File: src/common/smc_consts.svh
// Offsets, fields, reset values and timing counts of the SPI mode control
`ifndef SMC_CONSTS_SVH
`define SMC_CONSTS_SVH
`define SMC_IDX_CTRL 8'hA0
`define SMC_IDX_MODE 8'hA2
`define SMC_IDX_DATA 8'hA3
`define SMC_IDX_STAT 8'hA4
`define SMC_ADDR_W 12
`define SMC_MODE_RST 8'h00
`define SMC_CTRL_RST 3'h0
`define SMC_MODE_WMASK 8'hEF
`define SMC_BIT_DIR 0
`define SMC_BIT_FLUSH 5
`define SMC_THR_HI 7
`define SMC_THR_LO 6
`define SMC_RATE_HI 3
`define SMC_RATE_LO 1
`define SMC_CTRL_EN 0
`define SMC_CTRL_MASTER_SELECT 1
`define SMC_CTRL_CLOCK_IDLE_POLARITY 2
`define SMC_FIFO_DEPTH 4
`define SMC_SYNC_STAGES 3
`endif

File: src/common/smc_pkg.sv
// Types shared by the SPI mode control design
package smc_pkg;
	typedef enum logic {SMC_IDLE, SMC_XFER} smc_state_e;
	typedef logic [7:0] smc_byte_t;
endpackage

File: src/smc_top.sv
// SPI controller with mode control register on APB
//
// Decided for this implementation: the APB interface to the registers.
`timescale 1ns/1ps
`default_nettype none
`include "smc_consts.svh"

module smc_top (
	input wire logic ref_clk,
	input wire logic rst_n,
	input wire logic psel,
	input wire logic penable,
	input wire logic pwrite,
	input wire logic [`SMC_ADDR_W-1:0] paddr,
	input wire logic [31:0] pwdata,
	output logic [31:0] prdata,
	output logic pready,
	output logic pslverr,
	input wire logic sckIn,
	output logic sckOut,
	output logic sckOe,
	input wire logic sdi,
	output logic sdo,
	output logic sdoOe,
	input wire logic ssnIn,
	output logic spiIrq
);
	import smc_pkg::*;

	function automatic logic [7:0] halfPeriod(input logic [2:0] rate);
		case (rate)
			3'h0: halfPeriod = 8'h02;
			3'h1: halfPeriod = 8'h04;
			3'h2: halfPeriod = 8'h08;
			3'h3: halfPeriod = 8'h10;
			3'h4: halfPeriod = 8'h20;
			3'h5: halfPeriod = 8'h30;
			3'h6: halfPeriod = 8'h40;
			default: halfPeriod = 8'h80;
		endcase
	endfunction

	function automatic logic [`SMC_ADDR_W-1:0] regAddr(input logic [7:0] idx);
		regAddr = {2'b00, idx, 2'b00};
	endfunction

	logic pready_q, pslverr_q, spiIrq_q;
	logic [31:0] prdata_q;
	logic [7:0] mode_q;
	logic [2:0] ctrl_q;
	logic flush_q;
	logic [2:0] sync1_q, sync2_q, sync3_q, filt_q, filtPrev_q;
	smc_byte_t txMem [`SMC_FIFO_DEPTH];
	smc_byte_t rxMem [`SMC_FIFO_DEPTH];
	logic [1:0] txRd_q, txWr_q, rxRd_q, rxWr_q;
	logic [2:0] txCnt_q, rxCnt_q, byteCnt_q, bitCnt_q;
	smc_state_e state_q;
	logic [7:0] div_q;
	smc_byte_t shift_q;
	logic sckOut_q, sckOe_q, sdo_q, sdoOe_q;
	logic [2:0] leadDly_q, capBits_q;
	smc_byte_t rxSh_q;
	logic capture, capDone;
	logic access, wrEn, rdEn, mapped;
	logic txPush, txPop, rxPush, rxPop, txFull, txEmpty, rxFull, rxEmpty;
	logic enabled, isMaster, clock_idle_polarity, dirMsb;
	logic sckF, sdiF, ssnF, sckEdge, ssnFall;
	logic lead, trail, byteDone;
	smc_byte_t rxByte;
	logic [7:0] half;

	assign enabled = ctrl_q[`SMC_CTRL_EN];
	assign isMaster = ctrl_q[`SMC_CTRL_MASTER_SELECT];
	assign clock_idle_polarity = ctrl_q[`SMC_CTRL_CLOCK_IDLE_POLARITY];
	assign dirMsb = mode_q[`SMC_BIT_DIR];
	assign half = halfPeriod(mode_q[`SMC_RATE_HI:`SMC_RATE_LO]);
	assign sckF = filt_q[0];
	assign sdiF = filt_q[1];
	assign ssnF = filt_q[2];
	assign sckEdge = sckF != filtPrev_q[0];
	assign ssnFall = filtPrev_q[2] & ~ssnF;

	// APB decode, one wait state
	assign access = psel & penable & pready_q;
	assign mapped = paddr == regAddr(`SMC_IDX_CTRL) ||
		paddr == regAddr(`SMC_IDX_MODE) ||
		paddr == regAddr(`SMC_IDX_DATA) ||
		paddr == regAddr(`SMC_IDX_STAT);
	assign wrEn = access & pwrite & mapped;
	assign rdEn = access & ~pwrite & mapped;

	assign txFull = txCnt_q == 3'(`SMC_FIFO_DEPTH);
	assign txEmpty = txCnt_q == 3'h0;
	assign rxFull = rxCnt_q == 3'(`SMC_FIFO_DEPTH);
	assign rxEmpty = rxCnt_q == 3'h0;
	assign txPush = wrEn && paddr == regAddr(`SMC_IDX_DATA) && !txFull;
	assign rxPop = rdEn && paddr == regAddr(`SMC_IDX_DATA) && !rxEmpty;

	// Engine edges: master from divider, slave from filtered pin
	always_comb begin
		lead = 1'b0;
		trail = 1'b0;
		if (state_q == SMC_XFER) begin
			if (isMaster) begin
				lead = div_q == 8'h01 && sckOut_q == clock_idle_polarity;
				trail = div_q == 8'h01 && sckOut_q != clock_idle_polarity;
			end else if (!ssnF) begin
				lead = sckEdge && sckF != clock_idle_polarity;
				trail = sckEdge && sckF == clock_idle_polarity;
			end
		end
	end
	assign byteDone = trail && bitCnt_q == 3'h7;
	// Master samples three cycles late, behind the input synchroniser
	assign capture = isMaster ? leadDly_q[2] : lead;
	assign capDone = capture && capBits_q == 3'h7;
	assign rxByte = dirMsb ? {rxSh_q[6:0], sdiF} :
		{sdiF, rxSh_q[7:1]};
	assign rxPush = capDone && !rxFull;
	assign txPop = !txEmpty && ((state_q == SMC_IDLE && enabled &&
		(isMaster || ssnFall)) || (byteDone && !isMaster && !ssnF));

	always_ff @(posedge ref_clk or negedge rst_n) begin
		if (!rst_n) begin
			pready_q <= 1'b0;
			pslverr_q <= 1'b0;
			prdata_q <= 32'h0;
		end else begin
			pready_q <= psel & penable & ~pready_q;
			pslverr_q <= psel & penable & ~pready_q & ~mapped;
			prdata_q <= 32'h0;
			if (psel && penable && !pready_q) begin
				if (paddr == regAddr(`SMC_IDX_CTRL))
					prdata_q <= {29'h0, ctrl_q};
				else if (paddr == regAddr(`SMC_IDX_MODE))
					prdata_q <= {24'h0, mode_q};
				else if (paddr == regAddr(`SMC_IDX_DATA))
					prdata_q <= {24'h0, rxMem[rxRd_q]};
				else if (paddr == regAddr(`SMC_IDX_STAT))
					prdata_q <= {27'h0, state_q == SMC_XFER, rxFull,
						rxEmpty, txFull, txEmpty};
			end
		end
	end

	always_ff @(posedge ref_clk or negedge rst_n) begin
		if (!rst_n) begin
			mode_q <= `SMC_MODE_RST;
			ctrl_q <= `SMC_CTRL_RST;
			flush_q <= 1'b0;
		end else begin
			flush_q <= 1'b0;
			if (wrEn && paddr == regAddr(`SMC_IDX_MODE)) begin
				mode_q <= pwdata[7:0] & `SMC_MODE_WMASK & ~8'h20;
				flush_q <= pwdata[`SMC_BIT_FLUSH];
			end
			if (wrEn && paddr == regAddr(`SMC_IDX_CTRL))
				ctrl_q <= pwdata[2:0];
		end
	end

	// Pin synchronisers, change accepted when stages two and three agree
	always_ff @(posedge ref_clk or negedge rst_n) begin
		if (!rst_n) begin
			sync1_q <= 3'h4;
			sync2_q <= 3'h4;
			sync3_q <= 3'h4;
			filt_q <= 3'h4;
			filtPrev_q <= 3'h4;
		end else begin
			sync1_q <= {ssnIn, sdi, sckIn};
			sync2_q <= sync1_q;
			sync3_q <= sync2_q;
			filt_q <= (sync2_q & ~(sync2_q ^ sync3_q)) |
				(filt_q & (sync2_q ^ sync3_q));
			filtPrev_q <= filt_q;
		end
	end

	// Four-byte FIFOs
	always_ff @(posedge ref_clk or negedge rst_n) begin
		if (!rst_n) begin
			txRd_q <= 2'h0;
			txWr_q <= 2'h0;
			txCnt_q <= 3'h0;
			rxRd_q <= 2'h0;
			rxWr_q <= 2'h0;
			rxCnt_q <= 3'h0;
		end else if (flush_q) begin
			txRd_q <= 2'h0;
			txWr_q <= 2'h0;
			txCnt_q <= 3'h0;
			rxRd_q <= 2'h0;
			rxWr_q <= 2'h0;
			rxCnt_q <= 3'h0;
		end else begin
			if (txPush) begin
				txMem[txWr_q] <= pwdata[7:0];
				txWr_q <= txWr_q + 2'h1;
			end
			if (txPop)
				txRd_q <= txRd_q + 2'h1;
			txCnt_q <= txCnt_q + 3'(txPush) - 3'(txPop);
			if (rxPush) begin
				rxMem[rxWr_q] <= rxByte;
				rxWr_q <= rxWr_q + 2'h1;
			end
			if (rxPop)
				rxRd_q <= rxRd_q + 2'h1;
			rxCnt_q <= rxCnt_q + 3'(rxPush) - 3'(rxPop);
		end
	end

	// Receive capture
	always_ff @(posedge ref_clk or negedge rst_n) begin
		if (!rst_n) begin
			leadDly_q <= 3'h0;
			capBits_q <= 3'h0;
			rxSh_q <= 8'h0;
		end else begin
			leadDly_q <= {leadDly_q[1:0], lead & isMaster};
			if (flush_q || !enabled)
				capBits_q <= 3'h0;
			else if (capture) begin
				capBits_q <= capBits_q + 3'h1;
				rxSh_q <= rxByte;
			end
		end
	end

	// Shift engine
	always_ff @(posedge ref_clk or negedge rst_n) begin
		if (!rst_n) begin
			state_q <= SMC_IDLE;
			div_q <= 8'h0;
			shift_q <= 8'h0;
			bitCnt_q <= 3'h0;
			sckOut_q <= 1'b0;
			sckOe_q <= 1'b0;
			sdo_q <= 1'b0;
			sdoOe_q <= 1'b0;
		end else begin
			sckOe_q <= enabled & isMaster;
			sdoOe_q <= enabled & (isMaster | ~ssnF);
			unique case (state_q)
				SMC_IDLE: begin
					sckOut_q <= clock_idle_polarity;
					bitCnt_q <= 3'h0;
					div_q <= half;
					if (txPop) begin
						state_q <= SMC_XFER;
						shift_q <= txMem[txRd_q];
						sdo_q <= dirMsb ? txMem[txRd_q][7] :
							txMem[txRd_q][0];
					end
				end
				SMC_XFER: begin
					if (isMaster) begin
						div_q <= (div_q == 8'h01) ? half : div_q - 8'h01;
						if (div_q == 8'h01)
							sckOut_q <= ~sckOut_q;
					end
					if (trail) begin
						bitCnt_q <= bitCnt_q + 3'h1;
						shift_q <= dirMsb ? {shift_q[6:0], 1'b0} :
							{1'b0, shift_q[7:1]};
						sdo_q <= dirMsb ? shift_q[6] : shift_q[1];
					end
					if (byteDone) begin
						if (txPop) begin
							shift_q <= txMem[txRd_q];
							sdo_q <= dirMsb ? txMem[txRd_q][7] :
								txMem[txRd_q][0];
						end else
							state_q <= SMC_IDLE;
					end
					if (!enabled || flush_q || (!isMaster && ssnF))
						state_q <= SMC_IDLE;
				end
			endcase
		end
	end

	// Byte threshold interrupt, one-cycle pulse
	always_ff @(posedge ref_clk or negedge rst_n) begin
		if (!rst_n) begin
			byteCnt_q <= 3'h0;
			spiIrq_q <= 1'b0;
		end else begin
			spiIrq_q <= 1'b0;
			if (flush_q)
				byteCnt_q <= 3'h0;
			else if (byteDone) begin
				if (byteCnt_q[1:0] == mode_q[`SMC_THR_HI:`SMC_THR_LO]) begin
					spiIrq_q <= 1'b1;
					byteCnt_q <= 3'h0;
				end else
					byteCnt_q <= byteCnt_q + 3'h1;
			end
		end
	end

	assign prdata = prdata_q;
	assign pready = pready_q;
	assign pslverr = pslverr_q;
	assign sckOut = sckOut_q;
	assign sckOe = sckOe_q;
	assign sdo = sdo_q;
	assign sdoOe = sdoOe_q;
	assign spiIrq = spiIrq_q;
endmodule
`default_nettype wire

File: config.mk
export PLATFORM = sky130hd
export DESIGN_NAME = smc_top
export DESIGN_NICKNAME = d
export VERILOG_FILES = /design/src/common/smc_pkg.sv /design/src/smc_top.sv
export VERILOG_INCLUDE_DIRS = /design/src /design/src/common
export SDC_FILE = /design/constraint.sdc
export NUM_CORES = 1
export LEC_CHECK = 0
export ABC_AREA = 1
export BUFFER_PORTS_ARGS = -buffer_cell sky130_fd_sc_hd__buf_2
export CELL_PAD_IN_SITES_DETAIL_PLACEMENT = 2
export CELL_PAD_IN_SITES_GLOBAL_PLACEMENT = 2
export CORE_UTILIZATION = 39
export DETAILED_ROUTE_END_ITERATION = 8
export PLACE_DENSITY_LB_ADDON = 0.1
export SETUP_SLACK_MARGIN = 0.3
export SYNTH_ARGS = -nofsm -noshare
export SYNTH_HDL_FRONTEND = slang
export SYNTH_SLANG_ARGS = --single-unit
File: constraint.sdc
create_clock -name ref_clk -period 3.9 [get_ports ref_clk]
set_clock_uncertainty 0.05 [all_clocks]
set_input_delay 0.78 -clock ref_clk [delete_from_list [all_inputs] [get_ports ref_clk]]
set_output_delay 0.78 -clock ref_clk [all_outputs]
set_load 0.01 [all_outputs]
# After elaboration in Yosys (flattened, before gate mapping)
# Memories as Yosys holds them, arrays and structs flattened.
# Index checks and enable logic that the tools add are counted.
# totals
register_bits	115
mem_bits_rw	64
memories	2
input_bits	52
# classes
mux	64
bitwise	25
n_eq_ne	25
addsub	12
reduce_logical	49
# memory_table
memory	words	width	read_ports	rd_clocked_by_memory_dff	write_ports	line	text
rxMem	4	8	1	0	1	smc_top.sv:54	smc_byte_t rxMem [`SMC_FIFO_DEPTH];
txMem	4	8	1	0	1	smc_top.sv:53	smc_byte_t txMem [`SMC_FIFO_DEPTH];
# ops
op	n
$mux 8	12
$pmux 8 s7	1
$eq 12x10->1 const B	4
$pmux 8 s2	2
$mux 1	28
$mux 3	8
$logic_and 1x1->1	23
$eq 3x3->1 const B	7
$mux 2	8
$and 1x1->1	12
$reduce_bool 2->1	6
$add 3x1->3 const B	3
$logic_not 3->1	3
$add 2x1->2 const B	4
$eq 8x1->1 const B	1
$logic_not 1->1	8
$sub 8x1->8 const B	1
$logic_or 1x1->1	7
$not 1->1	7
$add 3x1->3	2
$and 3x3->3	2
$eq 3x2->1 const B	2
$pmux 1 s2	3
$pmux 3 s2	1
other kinds (13)	20

# Depth between registers and ports, before layout
# depth
depth_word	14
depth_mapped	16
mapped_depth_nobuf	15

# Worst setup path before layout
# No wires, ideal clock.
# synth_path
path_type	input to register
start	input paddr[11]
end	register rxCnt_q[2]
path_buffers	0
slack_ps	1117
setup_time_ps	132
t_required_ps	3718
path_stages	12
t_arrival_ps	2601
cell_sequence	nor2_2 -> nand3_2 -> nor3_4 -> nand3_1 -> nor2_1 -> ha_1 -> inv_1 -> ha_1 -> inv_1 -> fa_1 -> xor2_1 -> nor2_1
# synth_between
elab_chain_cells	9
elab_cells_between_ends	12
classes_between	1 x add/sub; 4 x eq/ne; 1 x mux; 1 x bitwise; 5 x reduce/logical
# synth_rtl
element	line	text
from (decl)	smc_top.sv:14	input wire logic [`SMC_ADDR_W-1:0] paddr,
$eq 12x10->1, on equally long branches	smc_top.sv:85, smc_top.sv:86	
$logic_or 1x1->1 (3 in series)	smc_top.sv:85	assign mapped = paddr == regAddr(`SMC_IDX_CTRL) ||
$and 1x1->1	smc_top.sv:90	assign rdEn = access & ~pwrite & mapped;
$logic_and 1x1->1 (*) (2 in series)	smc_top.sv:97	assign rxPop = rdEn && paddr == regAddr(`SMC_IDX_DATA) && !rxEmpty;
$sub 3x1->3 (*)	smc_top.sv:210	rxCnt_q <= rxCnt_q + 3'(rxPush) - 3'(rxPop);
$mux 3 (*)	smc_top.sv:189	end else if (flush_q) begin
to (signal assigned)	smc_top.sv:210	
to (decl)	smc_top.sv:56	logic [2:0] txCnt_q, rxCnt_q, byteCnt_q, bitCnt_q;
# Every way passes the cells marked *; elsewhere a longest branch is shown, timed or not.
# A chain may end at the register's enable or synchronous reset.

# Worst setup path in the final report
# Same ends and word-level chain as after synthesis.

==> run metrics <==
crit path kind input pin to register; Final ANT Viol Nets 0; final WL 19,900 µm; sw frac 0.291; Worst-Margin Slew 0.981 ns; Fin. Hold Viols 0; clock sink count 153; Pint 3.03 mW; max cap viols 0; Worst Setup End Kind register; P_sw 1.25 mW; initial antenna violation count 0; PwrDens 519 nW/µm²; Worst-Skew Late Latency 0.43 ns; Placed Cells 1,047; commonest non-fill, non-tap cells in the layout 201 x nand2_1, 84 x dfrtp_1, 80 x inv_1, 69 x nor2_1, 66 x nand3_1; pin count of the biggest net entering global routing 75; most common cell after layout, fill and taps aside nand2_1; Vias/cell 5.18; Post-Synthesis Cells 794; worst path cell trace buf_2 -> nor2_2 -> nand3_2 -> nor3_4 -> nand3_1 -> nor2_1 -> ha_1 -> inv_1 -> ha_1 -> inv_1 -> fa_1 -> xor2_1 -> nor2_1; IO Count 91; Antenna Cells 0; Gate power share 0.160; fin crit period 2.86 ns; net count reported at finish 909; Seq pwr share 0.470; Clk pwr share 0.370; Starting Density 0.402; Die Area 19,300 µm²; fin crit share 0.734; Crit Path Max Fanout 9; multi-input logic area 2640 µm²; clk root buf clkbuf_16; Arr. time, crit path 3.11 ns; leak pwr 3.83 nW; Register Area 4160 µm²; Slew headroom 0.346; Detailed Route Iter0 Violations 232; area growth from synthesis to layout 12.5%; hold buffers post-CTS 0; Hold Path Class input pin to async pin; first-pass GRT wire length 33,100 µm; Buffers on Ports 42; Synth cell types 43; vias in the first global route 6,206; Die H 139 µm; GRT Util Overall 0.222; Pins Over Slew Limit 0; Syn Area/Cell 9.23 µm²; TNS Setup 0 ns; DR vias 5,586; clock transition at the registers of the reported paths 0.06 ns; setup violators final 0; global route overflow 0; Final Non-Filler Cells 1,079; CTS tree built; CTS buffer count 17; core area 18,200 µm²; r2r worst-path depth 12; Hold Slack 0.170 ns; status complete, but fails checks; failing checks DRC; layout cells sized above 1 0.124; Startpoint Class input pin; Max Freq 349 MHz; total power 4.28 mW; CTS Buffer Depth 2; FP Rows 49; GP Congestion 0.756; Syn Std Cell Area 7330 µm²; cts repair resizes 0; Worst EP required 4.14 ns; htree depth 4; Die W 139 µm; drt drc 12; DP Wirelength 14,100 µm; routed length per placed instance 18.4 µm; first-pass detailed-route iteration total 8; maximum ir drop on the vdd rail 0.000320 V; CP max stage cell nor3_4; Largest stage delay, worst path 0.37 ns; fill cell count 1,978; sequential area share after synthesis 0.567; RSZ-0062 raised after global routing false; Syn. warnings 0; Synth Register Bits 153; Post-CTS Setup Bufs 0
## flip-flops by register name, summed over array words and instances, names as in the netlist, 6 cells and up, named ones only
| register | cells |
|---|---|
| shift_q | 8 |
| mode_q | 6 |
| txMem | 32 |
| prdata | 8 |
| div_q | 8 |
| rxSh_q | 8 |
| rxMem | 32 |
## final cells by class
type | count | area share
sequential | 153 | 0.504
multi-input combinational | 530 | 0.320
clock buffer | 23 | 0.0619
inverter | 85 | 0.0387
tap | 229 | 0.0348
timing repair buffer | 50 | 0.0331
clock inverter | 9 | 0.00729
## worst max-delay path, delay by kind of cell
family | cells | cell delay [ns]
simple gates | 6 | 1.19
fa+ha+maj | 3 | 0.76
buf+inv | 3 | 0.21
xor+xnor | 1 | 0.17
## kinds of logic (layout without fill, tap and decap cells)
| group | after synthesis | in the layout | share of synthesized area |
|---|---|---|---|
| other cells | 1 | 24 | 0.000512 |
| flops | 153 | 153 | 0.567 |
| xor+xnor | 10 | 10 | 0.0120 |
| compound gates | 89 | 89 | 0.0664 |
| fa+ha+maj | 23 | 23 | 0.0403 |
| buf+inv | 134 | 167 | 0.0845 |
| simple gates | 384 | 384 | 0.229 |
## routing by layer
metal | wire [µm] | track usage
met1 | 9110 | 0.278
met2 | 10100 | 0.394
met3 | 416 | 0.0387
met4 | 256 | 0.0637
met5 | 0 | 0
## Yosys cell counts
master | number | area [µm²]
nand3_2 | 1 | 10.0
o211ai_1 | 1 | 7.51
o21bai_1 | 1 | 7.51
o22ai_1 | 12 | 75.1
maj3_1 | 3 | 30.0
a21oi_1 | 15 | 75.1
nor2_2 | 2 | 12.5
clkbuf_1 | 13 | 48.8
nand3_1 | 66 | 330
a31oi_1 | 2 | 12.5
nand2_1 | 201 | 754
ha_1 | 18 | 225
fa_1 | 2 | 40.0
nand3b_1 | 1 | 7.51
dfstp_2 | 5 | 131
a32o_1 | 1 | 10.0
nor3_1 | 8 | 40.0
nor3_4 | 1 | 16.3
o21ai_1 | 7 | 35.0
o221ai_1 | 2 | 17.5
nor3_2 | 1 | 10.0
buf_1 | 1 | 3.75
inv_2 | 4 | 15.0
a22oi_1 | 1 | 7.51
conb_1 | 1 | 3.75
o21ai_2 | 1 | 8.76
buf_4 | 29 | 218
inv_1 | 80 | 300
buf_2 | 6 | 30.0
o21ai_0 | 46 | 230
or2_2 | 4 | 25.0
clkinv_1 | 1 | 3.75
nor3b_1 | 3 | 22.5
nand4_2 | 2 | 25.0
nor2_4 | 2 | 22.5
nand4_1 | 20 | 125
edfxtp_1 | 64 | 1920
xor2_1 | 7 | 61.3
xnor2_1 | 3 | 26.3
nand2_2 | 2 | 12.5
nor2_1 | 69 | 259
dfrtp_1 | 84 | 2100
and2_1 | 1 | 6.26
## final timing paths
kind / start / endpoint / slack, ns
setup / recovery: paddr[11] / rxCnt_q[2]$_DFF_PN0_ / 1.04
hold / removal: rst_n / rxSh_q[1]$_DFFE_PN0P_ / 0.17
setup reg to reg: ctrl_q[1]$_DFFE_PN0P_ / rxCnt_q[2]$_DFF_PN0_ / 1.09
max in group asynchronous: rst_n / shift_q[1]$_DFFE_PN0P_ / 2.37
hold reg to reg: leadDly_q[0]$_DFF_PN0_ / leadDly_q[1]$_DFF_PN0_ / 0.30
min in group ref_clk: leadDly_q[0]$_DFF_PN0_ / leadDly_q[1]$_DFF_PN0_ / 0.30
## metrics by stage
stage | worst slack, ns | cell area, µm² | util
2_1_floorplan | 1.12 | 7410 | -
3_3_place_gp | 0.763 | 7670 | 0.421
3_5_place_dp | 0.699 | 7670 | 0.421
4_1_cts | 1.03 | 8240 | 0.453
5_1_grt | 0.819 | 8240 | 0.453
6_report | 1.04 | 8240 | 0.453
## power by group through the flow
stage | registers (mW) | clock network, mW | logic [mW]
final | 2.01 | 1.58 | 0.685
after global routing | 2.04 | 1.68 | 0.794
after CTS | 2.01 | 1.63 | 0.701
after detailed placement | 2.04 | 0 | 0.679
after global placement | 2.03 | 0 | 0.621
after floorplan | 1.99 | 0 | 0.505
(Power assumes the default switching activity.)
